--- src/logic/mbbid_defs.svh ---
`ifndef MBBID_DEFS_SVH
`define MBBID_DEFS_SVH
// Register byte offsets
`define MBBID_OFF_CTRL 8'h00
`define MBBID_OFF_INSTR 8'h04
`define MBBID_OFF_PC 8'h08
`define MBBID_OFF_STATUS_WORD 8'h0c
`define MBBID_OFF_OPERAND 8'h10
`define MBBID_OFF_POINTERS 8'h14
`define MBBID_OFF_RESULT 8'h18
`define MBBID_OFF_STATUS 8'h1c
// Field positions
`define MBBID_CTRL_START 0
`define MBBID_SW_CARRY 7
`define MBBID_SW_BANK_HI 4
`define MBBID_SW_BANK_LO 3
`define MBBID_SW_PARITY 0
`define MBBID_STAT_DONE 1
`define MBBID_DIRECT_SPECIAL 7
// Reset values and fixed constants
`define MBBID_RST_STATUS_WORD 8'h00
`define MBBID_ZERO_BYTE 8'h00
`define MBBID_ONE_BYTE 8'h01
`define MBBID_BIT_AREA_BASE 8'h20
`define MBBID_CODE_SIZE 16'h1e00
// Opcodes
`define MBBID_OP_IDLE 8'h00
`define MBBID_OP_SPARE 8'ha5
`define MBBID_OP_CLEAR_C 8'hc3
`define MBBID_OP_SET_C 8'hd3
`define MBBID_OP_INVERT_C 8'hb3
`define MBBID_OP_CLEAR_BIT 8'hc2
`define MBBID_OP_SET_BIT 8'hd2
`define MBBID_OP_INVERT_BIT 8'hb2
`define MBBID_OP_AND_BIT 8'h82
`define MBBID_OP_AND_NBIT 8'hb0
`define MBBID_OP_OR_BIT 8'h72
`define MBBID_OP_OR_NBIT 8'ha0
`define MBBID_OP_BIT_TO_C 8'ha2
`define MBBID_OP_C_TO_BIT 8'h92
`define MBBID_OP_BR_CARRY 8'h40
`define MBBID_OP_BR_NO_CARRY 8'h50
`define MBBID_OP_BR_BIT_SET 8'h20
`define MBBID_OP_BR_BIT_CLEAR 8'h30
`define MBBID_OP_BR_CLEAR_BIT 8'h10
`define MBBID_OP_SHORT_CALL 8'b???10001
`define MBBID_OP_PAGE_JUMP 8'b???00001
`define MBBID_OP_LONG_CALL 8'h12
`define MBBID_OP_LONG_JUMP 8'h02
`define MBBID_OP_SUB_EXIT 8'h22
`define MBBID_OP_INT_EXIT 8'h32
`define MBBID_OP_REL_JUMP 8'h80
`define MBBID_OP_TABLE_JUMP 8'h73
`define MBBID_OP_BR_ACC_ZERO 8'h60
`define MBBID_OP_BR_ACC_NZ 8'h70
`define MBBID_OP_CMP_DIRECT 8'hb5
`define MBBID_OP_CMP_ACC_IMM 8'hb4
`define MBBID_OP_CMP_PTR_IMM 8'b1011011?
`define MBBID_OP_CMP_REG_IMM 8'b10111???
`define MBBID_OP_DEC_REG 8'b11011???
`define MBBID_OP_DEC_DIRECT 8'hd5
// Lengths and cycle counts
`define MBBID_LEN_1 2'h1
`define MBBID_LEN_2 2'h2
`define MBBID_LEN_3 2'h3
`define MBBID_CYC_1 3'h1
`define MBBID_CYC_2 3'h2
`define MBBID_CYC_3 3'h3
`define MBBID_CYC_4 3'h4
`define MBBID_CYC_5 3'h5
`endif

--- src/logic/mbbid_pkg.sv ---
package mbbid_pkg;
  typedef enum logic [1:0] {
    MBBID_ST_IDLE = 2'b01,
    MBBID_ST_EXEC = 2'b10
  } mbbid_state_t;

  typedef enum logic [4:0] {
    MBBID_CLS_UNKNOWN, MBBID_CLS_IDLE, MBBID_CLS_BOOL_C, MBBID_CLS_BOOL_BIT,
    MBBID_CLS_BR_CARRY, MBBID_CLS_BR_BIT, MBBID_CLS_BR_ACC, MBBID_CLS_CMP_LONG,
    MBBID_CLS_CMP_SHORT, MBBID_CLS_DEC_REG, MBBID_CLS_DEC_DIRECT, MBBID_CLS_REL_JUMP,
    MBBID_CLS_PAGE_JUMP, MBBID_CLS_SHORT_CALL, MBBID_CLS_LONG_JUMP, MBBID_CLS_LONG_CALL,
    MBBID_CLS_EXIT, MBBID_CLS_TABLE_JUMP
  } mbbid_class_t;

  typedef struct packed {
    mbbid_class_t cls;
    logic [1:0] len;
    logic [2:0] cyc_nt;
    logic [2:0] cyc_t;
  } mbbid_dec_t;
endpackage : mbbid_pkg

--- src/logic/mbbid_decode.sv ---
`timescale 1ns/1ns
`include "mbbid_defs.svh"
module mbbid_decode import mbbid_pkg::*; (
  input wire logic [7:0] opcode,
  output mbbid_class_t op_class,
  output logic [1:0] op_len,
  output logic [2:0] cyc_not_taken,
  output logic [2:0] cyc_taken
);
  mbbid_dec_t dec;

  always_comb begin
    casez (opcode)
      `MBBID_OP_IDLE, `MBBID_OP_SPARE: dec = '{MBBID_CLS_IDLE, `MBBID_LEN_1, `MBBID_CYC_1, `MBBID_CYC_1};
      `MBBID_OP_CLEAR_C, `MBBID_OP_SET_C, `MBBID_OP_INVERT_C:
        dec = '{MBBID_CLS_BOOL_C, `MBBID_LEN_1, `MBBID_CYC_1, `MBBID_CYC_1};
      `MBBID_OP_CLEAR_BIT, `MBBID_OP_SET_BIT, `MBBID_OP_INVERT_BIT, `MBBID_OP_AND_BIT, `MBBID_OP_AND_NBIT,
      `MBBID_OP_OR_BIT, `MBBID_OP_OR_NBIT:
        dec = '{MBBID_CLS_BOOL_BIT, `MBBID_LEN_2, `MBBID_CYC_2, `MBBID_CYC_2};
      `MBBID_OP_BIT_TO_C, `MBBID_OP_C_TO_BIT:
        dec = '{MBBID_CLS_BOOL_BIT, `MBBID_LEN_2, `MBBID_CYC_2, `MBBID_CYC_2};
      `MBBID_OP_BR_CARRY, `MBBID_OP_BR_NO_CARRY:
        dec = '{MBBID_CLS_BR_CARRY, `MBBID_LEN_2, `MBBID_CYC_2, `MBBID_CYC_3};
      `MBBID_OP_BR_BIT_SET, `MBBID_OP_BR_BIT_CLEAR, `MBBID_OP_BR_CLEAR_BIT:
        dec = '{MBBID_CLS_BR_BIT, `MBBID_LEN_3, `MBBID_CYC_3, `MBBID_CYC_4};
      `MBBID_OP_SHORT_CALL: dec = '{MBBID_CLS_SHORT_CALL, `MBBID_LEN_2, `MBBID_CYC_3, `MBBID_CYC_3};
      `MBBID_OP_PAGE_JUMP: dec = '{MBBID_CLS_PAGE_JUMP, `MBBID_LEN_2, `MBBID_CYC_3, `MBBID_CYC_3};
      `MBBID_OP_LONG_CALL: dec = '{MBBID_CLS_LONG_CALL, `MBBID_LEN_3, `MBBID_CYC_4, `MBBID_CYC_4};
      `MBBID_OP_LONG_JUMP: dec = '{MBBID_CLS_LONG_JUMP, `MBBID_LEN_3, `MBBID_CYC_4, `MBBID_CYC_4};
      `MBBID_OP_SUB_EXIT, `MBBID_OP_INT_EXIT:
        dec = '{MBBID_CLS_EXIT, `MBBID_LEN_1, `MBBID_CYC_5, `MBBID_CYC_5};
      `MBBID_OP_REL_JUMP: dec = '{MBBID_CLS_REL_JUMP, `MBBID_LEN_2, `MBBID_CYC_3, `MBBID_CYC_3};
      `MBBID_OP_TABLE_JUMP: dec = '{MBBID_CLS_TABLE_JUMP, `MBBID_LEN_1, `MBBID_CYC_3, `MBBID_CYC_3};
      `MBBID_OP_BR_ACC_ZERO, `MBBID_OP_BR_ACC_NZ:
        dec = '{MBBID_CLS_BR_ACC, `MBBID_LEN_2, `MBBID_CYC_2, `MBBID_CYC_3};
      `MBBID_OP_CMP_DIRECT, `MBBID_OP_CMP_PTR_IMM:
        dec = '{MBBID_CLS_CMP_LONG, `MBBID_LEN_3, `MBBID_CYC_4, `MBBID_CYC_5};
      `MBBID_OP_CMP_ACC_IMM, `MBBID_OP_CMP_REG_IMM:
        dec = '{MBBID_CLS_CMP_SHORT, `MBBID_LEN_3, `MBBID_CYC_3, `MBBID_CYC_4};
      `MBBID_OP_DEC_REG: dec = '{MBBID_CLS_DEC_REG, `MBBID_LEN_2, `MBBID_CYC_2, `MBBID_CYC_3};
      `MBBID_OP_DEC_DIRECT: dec = '{MBBID_CLS_DEC_DIRECT, `MBBID_LEN_3, `MBBID_CYC_3, `MBBID_CYC_4};
      default: dec = '{MBBID_CLS_UNKNOWN, `MBBID_LEN_1, `MBBID_CYC_1, `MBBID_CYC_1};
    endcase
  end

  assign op_class = dec.cls;
  assign op_len = dec.len;
  assign cyc_not_taken = dec.cyc_nt;
  assign cyc_taken = dec.cyc_t;
endmodule : mbbid_decode

--- src/logic/mbbid_top.sv ---
`timescale 1ns/1ns
`include "mbbid_defs.svh"
module mbbid_top import mbbid_pkg::*; (
  input wire logic clk,
  input wire logic rst,
  input wire logic psel,
  input wire logic penable,
  input wire logic pwrite,
  input wire logic [7:0] paddr,
  input wire logic [31:0] pwdata,
  output logic [31:0] prdata,
  output logic pready,
  output logic pslverr
);
  typedef struct packed {
    mbbid_state_t state;
    logic [2:0] cnt;
    logic pready;
    logic pslverr;
    logic [31:0] prdata;
    logic [23:0] instr;
    logic [15:0] pc;
    logic [7:0] status_word;
    logic [7:0] acc;
    logic [7:0] opnd;
    logic bit_in;
    logic [15:0] data_ptr;
    logic [15:0] ret_addr;
    logic [15:0] target;
    logic [7:0] wr_byte;
    logic [7:0] loc;
    logic carry_new;
    logic done;
    logic taken;
    logic unknown;
    logic range_err;
    logic bit_we;
    logic bit_val;
    logic byte_we;
    logic push;
    logic pop;
    logic special;
    logic [2:0] bit_sel;
    logic [1:0] len;
    logic [2:0] cycles;
  } mbbid_regs_t;

  localparam mbbid_regs_t MBBID_RST = '{state: MBBID_ST_IDLE, status_word: `MBBID_RST_STATUS_WORD, default: '0};

  mbbid_regs_t r_q;
  mbbid_regs_t r_d;

  mbbid_class_t dec_class;
  logic [1:0] dec_len;
  logic [2:0] dec_nt;
  logic [2:0] dec_t;
  logic [7:0] op;
  logic [7:0] b1;
  logic [7:0] b2;
  logic carry;
  logic [15:0] seq_pc;
  logic x_take;
  logic x_carry;
  logic [15:0] x_target;
  logic x_bit_we;
  logic x_bit_val;
  logic x_byte_we;
  logic [7:0] x_byte;
  logic [7:0] x_loc;
  logic x_push;
  logic x_pop;
  logic [7:0] cmp_a;
  logic [7:0] cmp_b;
  logic x_range;
  logic [2:0] x_cycles;
  logic [31:0] rd_val;

  function automatic logic [15:0] rel_target(input logic [15:0] base, input logic [7:0] rel);
    rel_target = base + {{8{rel[7]}}, rel};
  endfunction : rel_target

  function automatic logic [7:0] bank_addr(input logic [7:0] sw, input logic [2:0] idx);
    bank_addr = {3'h0, sw[`MBBID_SW_BANK_HI], sw[`MBBID_SW_BANK_LO], idx};
  endfunction : bank_addr

  function automatic logic [7:0] bit_byte(input logic [7:0] bit_addr);
    if (bit_addr[`MBBID_DIRECT_SPECIAL]) begin
      bit_byte = {bit_addr[7:3], 3'h0};
    end else begin
      bit_byte = `MBBID_BIT_AREA_BASE + {4'h0, bit_addr[6:3]};
    end
  endfunction : bit_byte

  function automatic logic addr_ok(input logic [7:0] a);
    addr_ok = (a == `MBBID_OFF_CTRL) || (a == `MBBID_OFF_INSTR) || (a == `MBBID_OFF_PC) ||
              (a == `MBBID_OFF_STATUS_WORD) || (a == `MBBID_OFF_OPERAND) || (a == `MBBID_OFF_POINTERS) ||
              (a == `MBBID_OFF_RESULT) || (a == `MBBID_OFF_STATUS);
  endfunction : addr_ok

  mbbid_decode u_decode (
    .opcode(op),
    .op_class(dec_class),
    .op_len(dec_len),
    .cyc_not_taken(dec_nt),
    .cyc_taken(dec_t)
  );

  assign op = r_q.instr[7:0];
  assign b1 = r_q.instr[15:8];
  assign b2 = r_q.instr[23:16];
  assign carry = r_q.status_word[`MBBID_SW_CARRY];
  assign seq_pc = r_q.pc + {14'h0, dec_len};

  // Operand fetch for compare forms
  always_comb begin
    cmp_a = r_q.opnd;
    cmp_b = b1;
    if (op == `MBBID_OP_CMP_DIRECT) begin
      cmp_a = r_q.acc;
      cmp_b = r_q.opnd;
    end else if (op == `MBBID_OP_CMP_ACC_IMM) begin
      cmp_a = r_q.acc;
    end
  end

  // Evaluation of the pending instruction
  always_comb begin
    x_take = 1'b0;
    x_carry = carry;
    x_target = seq_pc;
    x_bit_we = 1'b0;
    x_bit_val = 1'b0;
    x_byte_we = 1'b0;
    x_byte = `MBBID_ZERO_BYTE;
    x_loc = `MBBID_ZERO_BYTE;
    x_push = 1'b0;
    x_pop = 1'b0;
    case (dec_class)
      MBBID_CLS_BOOL_C: begin
        if (op == `MBBID_OP_CLEAR_C) begin
          x_carry = 1'b0;
        end else if (op == `MBBID_OP_SET_C) begin
          x_carry = 1'b1;
        end else begin
          x_carry = ~carry;
        end
      end
      MBBID_CLS_BOOL_BIT: begin
        x_loc = bit_byte(b1);
        case (op)
          `MBBID_OP_CLEAR_BIT: begin
            x_bit_we = 1'b1;
          end
          `MBBID_OP_SET_BIT: begin
            x_bit_we = 1'b1;
            x_bit_val = 1'b1;
          end
          `MBBID_OP_INVERT_BIT: begin
            x_bit_we = 1'b1;
            x_bit_val = ~r_q.bit_in;
          end
          `MBBID_OP_AND_BIT: x_carry = carry & r_q.bit_in;
          `MBBID_OP_AND_NBIT: x_carry = carry & ~r_q.bit_in;
          `MBBID_OP_OR_BIT: x_carry = carry | r_q.bit_in;
          `MBBID_OP_OR_NBIT: x_carry = carry | ~r_q.bit_in;
          `MBBID_OP_BIT_TO_C: x_carry = r_q.bit_in;
          default: begin
            x_bit_we = 1'b1;
            x_bit_val = carry;
          end
        endcase
      end
      MBBID_CLS_BR_CARRY: begin
        x_take = (op == `MBBID_OP_BR_NO_CARRY) ? ~carry : carry;
        if (x_take) begin
          x_target = rel_target(seq_pc, b1);
        end
      end
      MBBID_CLS_BR_BIT: begin
        x_loc = bit_byte(b1);
        x_take = (op == `MBBID_OP_BR_BIT_CLEAR) ? ~r_q.bit_in : r_q.bit_in;
        if (op == `MBBID_OP_BR_CLEAR_BIT && r_q.bit_in) begin
          x_bit_we = 1'b1;
        end
        if (x_take) begin
          x_target = rel_target(seq_pc, b2);
        end
      end
      MBBID_CLS_BR_ACC: begin
        x_take = (r_q.acc == `MBBID_ZERO_BYTE) ^ (op == `MBBID_OP_BR_ACC_NZ);
        if (x_take) begin
          x_target = rel_target(seq_pc, b1);
        end
      end
      MBBID_CLS_CMP_LONG, MBBID_CLS_CMP_SHORT: begin
        if (op == `MBBID_OP_CMP_DIRECT) begin
          x_loc = b1;
        end else if (op != `MBBID_OP_CMP_ACC_IMM) begin
          x_loc = (dec_class == MBBID_CLS_CMP_LONG) ? bank_addr(r_q.status_word, {2'h0, op[0]}) :
                  bank_addr(r_q.status_word, op[2:0]);
        end
        x_take = cmp_a != cmp_b;
        x_carry = cmp_a < cmp_b;
        if (x_take) begin
          x_target = rel_target(seq_pc, b2);
        end
      end
      MBBID_CLS_DEC_REG, MBBID_CLS_DEC_DIRECT: begin
        x_loc = (dec_class == MBBID_CLS_DEC_REG) ? bank_addr(r_q.status_word, op[2:0]) : b1;
        x_byte_we = 1'b1;
        x_byte = r_q.opnd - `MBBID_ONE_BYTE;
        x_take = x_byte != `MBBID_ZERO_BYTE;
        if (x_take) begin
          x_target = rel_target(seq_pc, (dec_class == MBBID_CLS_DEC_REG) ? b1 : b2);
        end
      end
      MBBID_CLS_REL_JUMP: begin
        x_take = 1'b1;
        x_target = rel_target(seq_pc, b1);
      end
      MBBID_CLS_PAGE_JUMP, MBBID_CLS_SHORT_CALL: begin
        x_take = 1'b1;
        x_push = dec_class == MBBID_CLS_SHORT_CALL;
        x_target = {seq_pc[15:11], op[7:5], b1};
      end
      MBBID_CLS_LONG_JUMP, MBBID_CLS_LONG_CALL: begin
        x_take = 1'b1;
        x_push = dec_class == MBBID_CLS_LONG_CALL;
        x_target = {b1, b2};
      end
      MBBID_CLS_EXIT: begin
        x_take = 1'b1;
        x_pop = 1'b1;
        x_target = r_q.ret_addr;
      end
      MBBID_CLS_TABLE_JUMP: begin
        x_take = 1'b1;
        x_target = r_q.data_ptr + {8'h00, r_q.acc};
      end
      default: x_take = 1'b0;
    endcase
  end

  assign x_range = (dec_class == MBBID_CLS_LONG_JUMP || dec_class == MBBID_CLS_LONG_CALL) &&
                   (x_target >= `MBBID_CODE_SIZE);
  assign x_cycles = x_take ? dec_t : dec_nt;

  // Register read mux
  always_comb begin
    rd_val = 32'h0000_0000;
    case (paddr)
      `MBBID_OFF_INSTR: rd_val = {8'h00, r_q.instr};
      `MBBID_OFF_PC: rd_val = {16'h0000, r_q.pc};
      `MBBID_OFF_STATUS_WORD: rd_val = {24'h00_0000, r_q.status_word};
      `MBBID_OFF_OPERAND: rd_val = {15'h0000, r_q.bit_in, r_q.opnd, r_q.acc};
      `MBBID_OFF_POINTERS: rd_val = {r_q.ret_addr, r_q.data_ptr};
      `MBBID_OFF_RESULT: rd_val = {r_q.loc, r_q.wr_byte, r_q.target};
      `MBBID_OFF_STATUS: rd_val = {9'h000, r_q.cycles, 2'h0, r_q.len, 1'b0, r_q.bit_sel, 1'b0, r_q.special,
                                   r_q.pop, r_q.push, r_q.byte_we, r_q.bit_val, r_q.bit_we, r_q.range_err,
                                   r_q.unknown, r_q.taken, r_q.done, r_q.state == MBBID_ST_EXEC};
      default: rd_val = 32'h0000_0000;
    endcase
  end

  // Next-state logic
  always_comb begin
    logic go;
    go = 1'b0;
    r_d = r_q;
    r_d.pready = 1'b0;
    r_d.pslverr = 1'b0;
    if (psel && !penable) begin
      r_d.pready = 1'b1;
      r_d.pslverr = !addr_ok(paddr);
      r_d.prdata = (pwrite || !addr_ok(paddr)) ? 32'h0000_0000 : rd_val;
    end
    if (psel && penable && r_q.pready && pwrite) begin
      case (paddr)
        `MBBID_OFF_CTRL: go = pwdata[`MBBID_CTRL_START];
        `MBBID_OFF_INSTR: r_d.instr = pwdata[23:0];
        `MBBID_OFF_PC: r_d.pc = pwdata[15:0];
        `MBBID_OFF_STATUS_WORD: r_d.status_word[7:1] = pwdata[7:1];
        `MBBID_OFF_OPERAND: begin
          r_d.acc = pwdata[7:0];
          r_d.opnd = pwdata[15:8];
          r_d.bit_in = pwdata[16];
        end
        `MBBID_OFF_POINTERS: begin
          r_d.data_ptr = pwdata[15:0];
          r_d.ret_addr = pwdata[31:16];
        end
        `MBBID_OFF_STATUS: begin
          if (pwdata[`MBBID_STAT_DONE]) begin
            r_d.done = 1'b0;
          end
        end
        default: go = 1'b0;
      endcase
    end
    unique case (r_q.state)
      MBBID_ST_IDLE: begin
        if (go) begin
          r_d.state = MBBID_ST_EXEC;
          r_d.cnt = x_cycles - `MBBID_CYC_1;
          r_d.done = 1'b0;
          r_d.taken = x_take;
          r_d.carry_new = x_carry;
          r_d.target = x_target;
          r_d.wr_byte = x_byte;
          r_d.loc = x_loc;
          r_d.special = x_loc[`MBBID_DIRECT_SPECIAL];
          r_d.bit_sel = b1[2:0];
          r_d.bit_we = x_bit_we;
          r_d.bit_val = x_bit_val;
          r_d.byte_we = x_byte_we;
          r_d.push = x_push;
          r_d.pop = x_pop;
          r_d.unknown = dec_class == MBBID_CLS_UNKNOWN;
          r_d.range_err = x_range;
          r_d.len = dec_len;
          r_d.cycles = x_cycles;
        end
      end
      MBBID_ST_EXEC: begin
        if (r_q.cnt == 3'h0) begin
          r_d.state = MBBID_ST_IDLE;
          r_d.done = 1'b1;
          r_d.status_word[`MBBID_SW_CARRY] = r_q.carry_new;
        end else begin
          r_d.cnt = r_q.cnt - 3'h1;
        end
      end
    endcase
    r_d.status_word[`MBBID_SW_PARITY] = ^r_d.acc;
  end

  always_ff @(posedge clk or posedge rst) begin
    if (rst) begin
      r_q <= MBBID_RST;
    end else begin
      r_q <= r_d;
    end
  end

  assign prdata = r_q.prdata;
  assign pready = r_q.pready;
  assign pslverr = r_q.pslverr;
endmodule : mbbid_top

--- config.mk ---
export PLATFORM = sky130hd
export DESIGN_NAME = mbbid_top
export DESIGN_NICKNAME = d
export VERILOG_FILES = /design/src/logic/mbbid_pkg.sv /design/src/logic/mbbid_decode.sv /design/src/logic/mbbid_top.sv
export VERILOG_INCLUDE_DIRS = /design/src /design/src/logic
export SDC_FILE = /design/constraint.sdc
export NUM_CORES = 1
export LEC_CHECK = 0
export BUFFER_PORTS_ARGS = -buffer_cell sky130_fd_sc_hd__buf_2
export CAP_MARGIN = 20
export CORE_MARGIN = 3
export CORE_UTILIZATION = 60
export DETAILED_ROUTE_END_ITERATION = 10
export PLACE_DENSITY = 0.85
export SLEW_MARGIN = 20
export SYNTH_ARGS = -nofsm -noshare
export SYNTH_HDL_FRONTEND = slang
export SYNTH_SLANG_ARGS = --single-unit
--- constraint.sdc ---
create_clock -name clk -period 7.2 [get_ports clk]
set_clock_uncertainty 0.15 [all_clocks]
set_input_delay 0.36 -clock clk [delete_from_list [all_inputs] [get_ports clk]]
set_output_delay 0.36 -clock clk [all_outputs]
set_load 0.05 [all_outputs]
==> impl_metrics.ini <==
[outcome]
outcome = finished clean

[timing]
final_worst_path_period_share = 0.923
hold-worst-slack_ps = 1.91
finalSetupViolCount = 0
max_slew.worst_pin.slew_ps = 1020
final-hold-violation-count = 0
achievable_clock_frequency_ghz = 0.150
slew_headroom = 0.322
timing.setup.tns_ps = 0
timing.final.max_slew_violations = 0
grt_setup_unrepaired = no
final_period_minus_worst_setup_slack_ps = 6650

[synth]
synth_ff_type = sky130_fd_sc_hd__dfrtp_1
fraction_of_synthesized_area_in_multiplexers = 0.113
yosys.area_share.xor_xnor = 0.0388
total_nets_after_synthesis = 1612
yosysWarnings = 0
postSynthRegisterBits = 186
synth_top_family_by_area = compound AO/OA/AOI/OAI gates
synth_area_sq_mm = 0.0136
synth-edff-count = 0
syn-instance-count = 1494
post_synth_and_or_nand_nor_area_fraction = 0.167
synth.area.top_cells = sky130_fd_sc_hd__dfrtp_1, sky130_fd_sc_hd__mux2_2, sky130_fd_sc_hd__ha_1, sky130_fd_sc_hd__nand2_1, sky130_fd_sc_hd__nor2_1
ys_types = 87
async_flop_share = 1.00
compound_gate_portion_of_the_synthesized_area = 0.217
post-synth-top-area-cell = sky130_fd_sc_hd__dfrtp_1
sequential_to_total_area_share_from_yosys_stat = 0.343
synth.avg_cell_area_sq_um = 9.10
post-synth-top-area-fraction = 0.341
post_synthesis_share_of_cell_area_spent_on_full_adders_half_adders_and_majority_gates = 0.0700

[grt]
globalRouteOverflowTotal = 0
grt_first_pass_wirelength_microns = 75700
grt_antenna_before_repair = 0
grt_pass1_vias = 12400
gr-usage-all-layers = 0.413
grt_max_degree = 128

[worst_setup_path]
setup.worst_path.start = op[2]
r2r_cells = 20
startpoint_of_the_lowest_slack_register_to_register_path = op[2]
regToRegSetupSlack_ps = 550
worstPathCellList = or4_4 -> or3_1 -> and4_4 -> nand4_1 -> nand3b_1 -> ha_1 -> fa_1 -> nand3_1 -> nor2_1 -> xor2_1 -> ha_1 -> or2_1 -> o41ai_1 -> nor4b_1 -> o32a_1 -> mux2i_1 -> a2111oi_2 -> nor4_1 -> a2111oi_2 -> a21oi_1
critPathMaxStageDelay_ps = 730
crit_arrival_ps = 6820
critical_path_peak_fanout = 13
worst-setup-path-type = flop to flop
crit_path_end_kind = flop
worst_ep_required_time_ps = 7380
worst_path_max_delay_cell = sky130_fd_sc_hd__o41ai_1
startpoint_type = flop
worstReg2RegEnd = r_q[14]

[final_layout]
antenna-diode-count = 0
fill_cells = 1757
synthesis_to_layout_area_growth_pct = 9.12
final_net_count = 1649
drive_gt1_frac = 0.192

[clock_tree]
clock_tree.htree_level_count = 4
cts-buffers-inserted = 17
cts_tree = done
clock_slew_at_reported_path_ffs_ps = 80
clock_insertion_delay_worst_skew_ps = 450
cts_post_setup_buffers_inserted = 0
cts_sinks = 186
cts-root-buf = sky130_fd_sc_hd__clkbuf_16
ctsLongestPathBuffers = 2

[pwr]
leakagePower_uw = 0.00688
cellInternalPower_uw = 1670
power.switching_fraction = 0.271
seqPwrFrac = 0.471
power_per_cell_area_mw_per_mm2 = 155
worst_ir_drop_vdd_uv = 222
p_clk_frac = 0.445
netSwitchingPower_uw = 623
combPwrFrac = 0.083

[floorplanning]
boundaryPins = 79
core_area_sq_mm = 0.0220
die_w_microns = 156
rows = 54
die_h_microns = 156
initial_core_util = 0.617
die_area_sq_mm = 0.0245

[detailed_routing]
route.detailed.wl_per_inst_microns = 28.1
post_drt_via_cell_ratio = 7.26
antenna_violating_nets_post_route = 0
drt_drc_violations_left = 0
detailedRoute.firstIterationViolations = 2083
totalWireLength_microns = 51300
drt_pre_antenna_iters = 8
num_vias = 13200

[job]
max-cap-violations = 0

[placement]
port-buffer-count = 78
gp_congestion = 1.08
place_hpwl_microns = 38200

[worst_hold_path]
hold_path_depth = 2
holdCritStartpoint = pwdata[27]
hold-path-endpoint = r_q[62]
worstHoldPathType = input pin to flop
kinds of logic after synthesis:
group / count (synthesis)
multiplexers: 139
buffers and inverters: 148
AO/OA/AOI/OAI: 422
XOR/XNOR: 57
adder cells (fa/ha/maj): 73
flip-flops: 186
AND/OR/NAND/NOR: 469
metrics by stage:
step	instances	util	total power [uW]	setup slack, ps	instance area, sq um
floorplan	1494	-	1220	1410	13600
global placement	1786	0.642	1270	797	14100
detailed placement	1786	0.642	1290	684	14100
CTS	1824	0.673	2280	674	14800
global route	1824	0.673	2350	84.3	14800
finish	1824	0.673	2300	554	14800
registers in the layout, summed over array words and instances, names as in the netlist:
name	flops
b1	8
pready	1
prdata	32
carry	1
op	8
b2	8
pslverr	1
r_q	127
critical path, delay by kind of cell, from the launching register on:
kind            cells  cell delay (ps)
simple gates       10             2500
compound gates      5             2030
fa+ha+maj           3              910
flops               1              540
xor+xnor            1              220
mux                 1              180
cell usage in the layout (no fill, tap or decap), types with 10 or more instances in the layout:
| cell type | instances |
|---|---|
| sky130_fd_sc_hd__o22ai_1 | 11 |
| sky130_fd_sc_hd__a21oi_1 | 64 |
| sky130_fd_sc_hd__xor2_1 | 20 |
| sky130_fd_sc_hd__nand2_1 | 136 |
| sky130_fd_sc_hd__a221oi_1 | 23 |
| sky130_fd_sc_hd__buf_2 | 78 |
| sky130_fd_sc_hd__buf_4 | 44 |
| sky130_fd_sc_hd__a21o_1 | 26 |
| sky130_fd_sc_hd__mux2_2 | 115 |
| sky130_fd_sc_hd__a222oi_1 | 16 |
| sky130_fd_sc_hd__nor3_1 | 29 |
| sky130_fd_sc_hd__a211oi_1 | 17 |
| sky130_fd_sc_hd__clkbuf_16 | 17 |
| sky130_fd_sc_hd__xnor2_1 | 35 |
| sky130_fd_sc_hd__nor4_1 | 21 |
| sky130_fd_sc_hd__o21a_1 | 15 |
| sky130_fd_sc_hd__nand2b_1 | 19 |
| sky130_fd_sc_hd__nor2_1 | 128 |
| sky130_fd_sc_hd__or3_1 | 16 |
| sky130_fd_sc_hd__ha_1 | 68 |
| sky130_fd_sc_hd__dfrtp_1 | 184 |
| sky130_fd_sc_hd__o211ai_1 | 10 |
| sky130_fd_sc_hd__mux2i_1 | 24 |
| sky130_fd_sc_hd__nand3_1 | 35 |
| sky130_fd_sc_hd__nand4_1 | 15 |
| sky130_fd_sc_hd__o21ai_0 | 84 |
| sky130_fd_sc_hd__o31ai_1 | 22 |
| sky130_fd_sc_hd__nor2b_1 | 17 |
| sky130_fd_sc_hd__a31oi_1 | 15 |
| sky130_fd_sc_hd__a22oi_1 | 42 |
| sky130_fd_sc_hd__inv_1 | 36 |
area by class of cell:
class	instances	area, sq um	area share
Multi-Input combinational cell	1160	8250	0.556
Sequential cell	186	4660	0.314
Timing Repair Buffer	128	781	0.0527
Clock buffer	17	425	0.0287
Tap cell	280	350	0.0236
Clock inverter	15	213	0.0143
Inverter	38	150	0.0101
worst max-delay path by stage:
stage,endpoint,slack (ps),cells after the start
floorplan,r_q[14],1410,23
global placement,r_q[14],800,20
detailed placement,r_q[14],680,20
CTS,r_q[14],670,20
global route,r_q[14],80,20
finish,r_q[14],550,20
routing by layer:
layer,track usage,share of wire,wire (microns)
met5,0,0,0
met4,0.266,0.083,4250
met3,0.103,0.13,6720
met1,0.557,0.37,19100
met2,0.593,0.41,21200
power groups by stage:
stage / combinational (uW) / clock (uW) / sequential [uW]
5_1_grt: 207 / 1060 / 1080
3_5_place_dp: 184 / 0 / 1100
2_1_floorplan: 124 / 0 / 1100
6_report: 191 / 1020 / 1080
4_1_cts: 188 / 1010 / 1080
3_3_place_gp: 172 / 0 / 1100
timing repair:
action                    4_1_cts  5_1_grt
resized for setup               0        0
hold endpoints to repair        6        0
hold buffers                    6        0
synth_stat cells (5+ instances only):
cell and instances:
sky130_fd_sc_hd__o21ai_0 84, sky130_fd_sc_hd__a21oi_1 64, sky130_fd_sc_hd__buf_1 7, sky130_fd_sc_hd__nor2_1 130, sky130_fd_sc_hd__a31oi_1 15, sky130_fd_sc_hd__o2111ai_1 5
sky130_fd_sc_hd__clkbuf_1 67, sky130_fd_sc_hd__a221oi_1 23, sky130_fd_sc_hd__a222oi_1 16, sky130_fd_sc_hd__xor2_1 20, sky130_fd_sc_hd__mux2i_1 24, sky130_fd_sc_hd__o211ai_1 10
sky130_fd_sc_hd__nor2b_1 17, sky130_fd_sc_hd__a22oi_1 42, sky130_fd_sc_hd__buf_4 32, sky130_fd_sc_hd__nor3_1 29, sky130_fd_sc_hd__o21ai_1 5, sky130_fd_sc_hd__xnor2_1 35
sky130_fd_sc_hd__nor4_1 21, sky130_fd_sc_hd__dfrtp_1 185, sky130_fd_sc_hd__inv_1 37, sky130_fd_sc_hd__a22o_1 6, sky130_fd_sc_hd__o22ai_1 11, sky130_fd_sc_hd__or3_1 16
sky130_fd_sc_hd__mux2_2 115, sky130_fd_sc_hd__and2_1 8, sky130_fd_sc_hd__ha_1 68, sky130_fd_sc_hd__o31a_1 5, sky130_fd_sc_hd__o221ai_1 5, sky130_fd_sc_hd__a211oi_1 17
sky130_fd_sc_hd__or4_1 5, sky130_fd_sc_hd__nand2_1 136, sky130_fd_sc_hd__a21o_1 26, sky130_fd_sc_hd__o21a_1 15, sky130_fd_sc_hd__a2111oi_0 6, sky130_fd_sc_hd__nand2b_1 19
sky130_fd_sc_hd__fa_1 5, sky130_fd_sc_hd__o31ai_1 22, sky130_fd_sc_hd__nand4_1 15, sky130_fd_sc_hd__nand3_1 35
No activity file was read; power rests on OpenSTA's default activity.
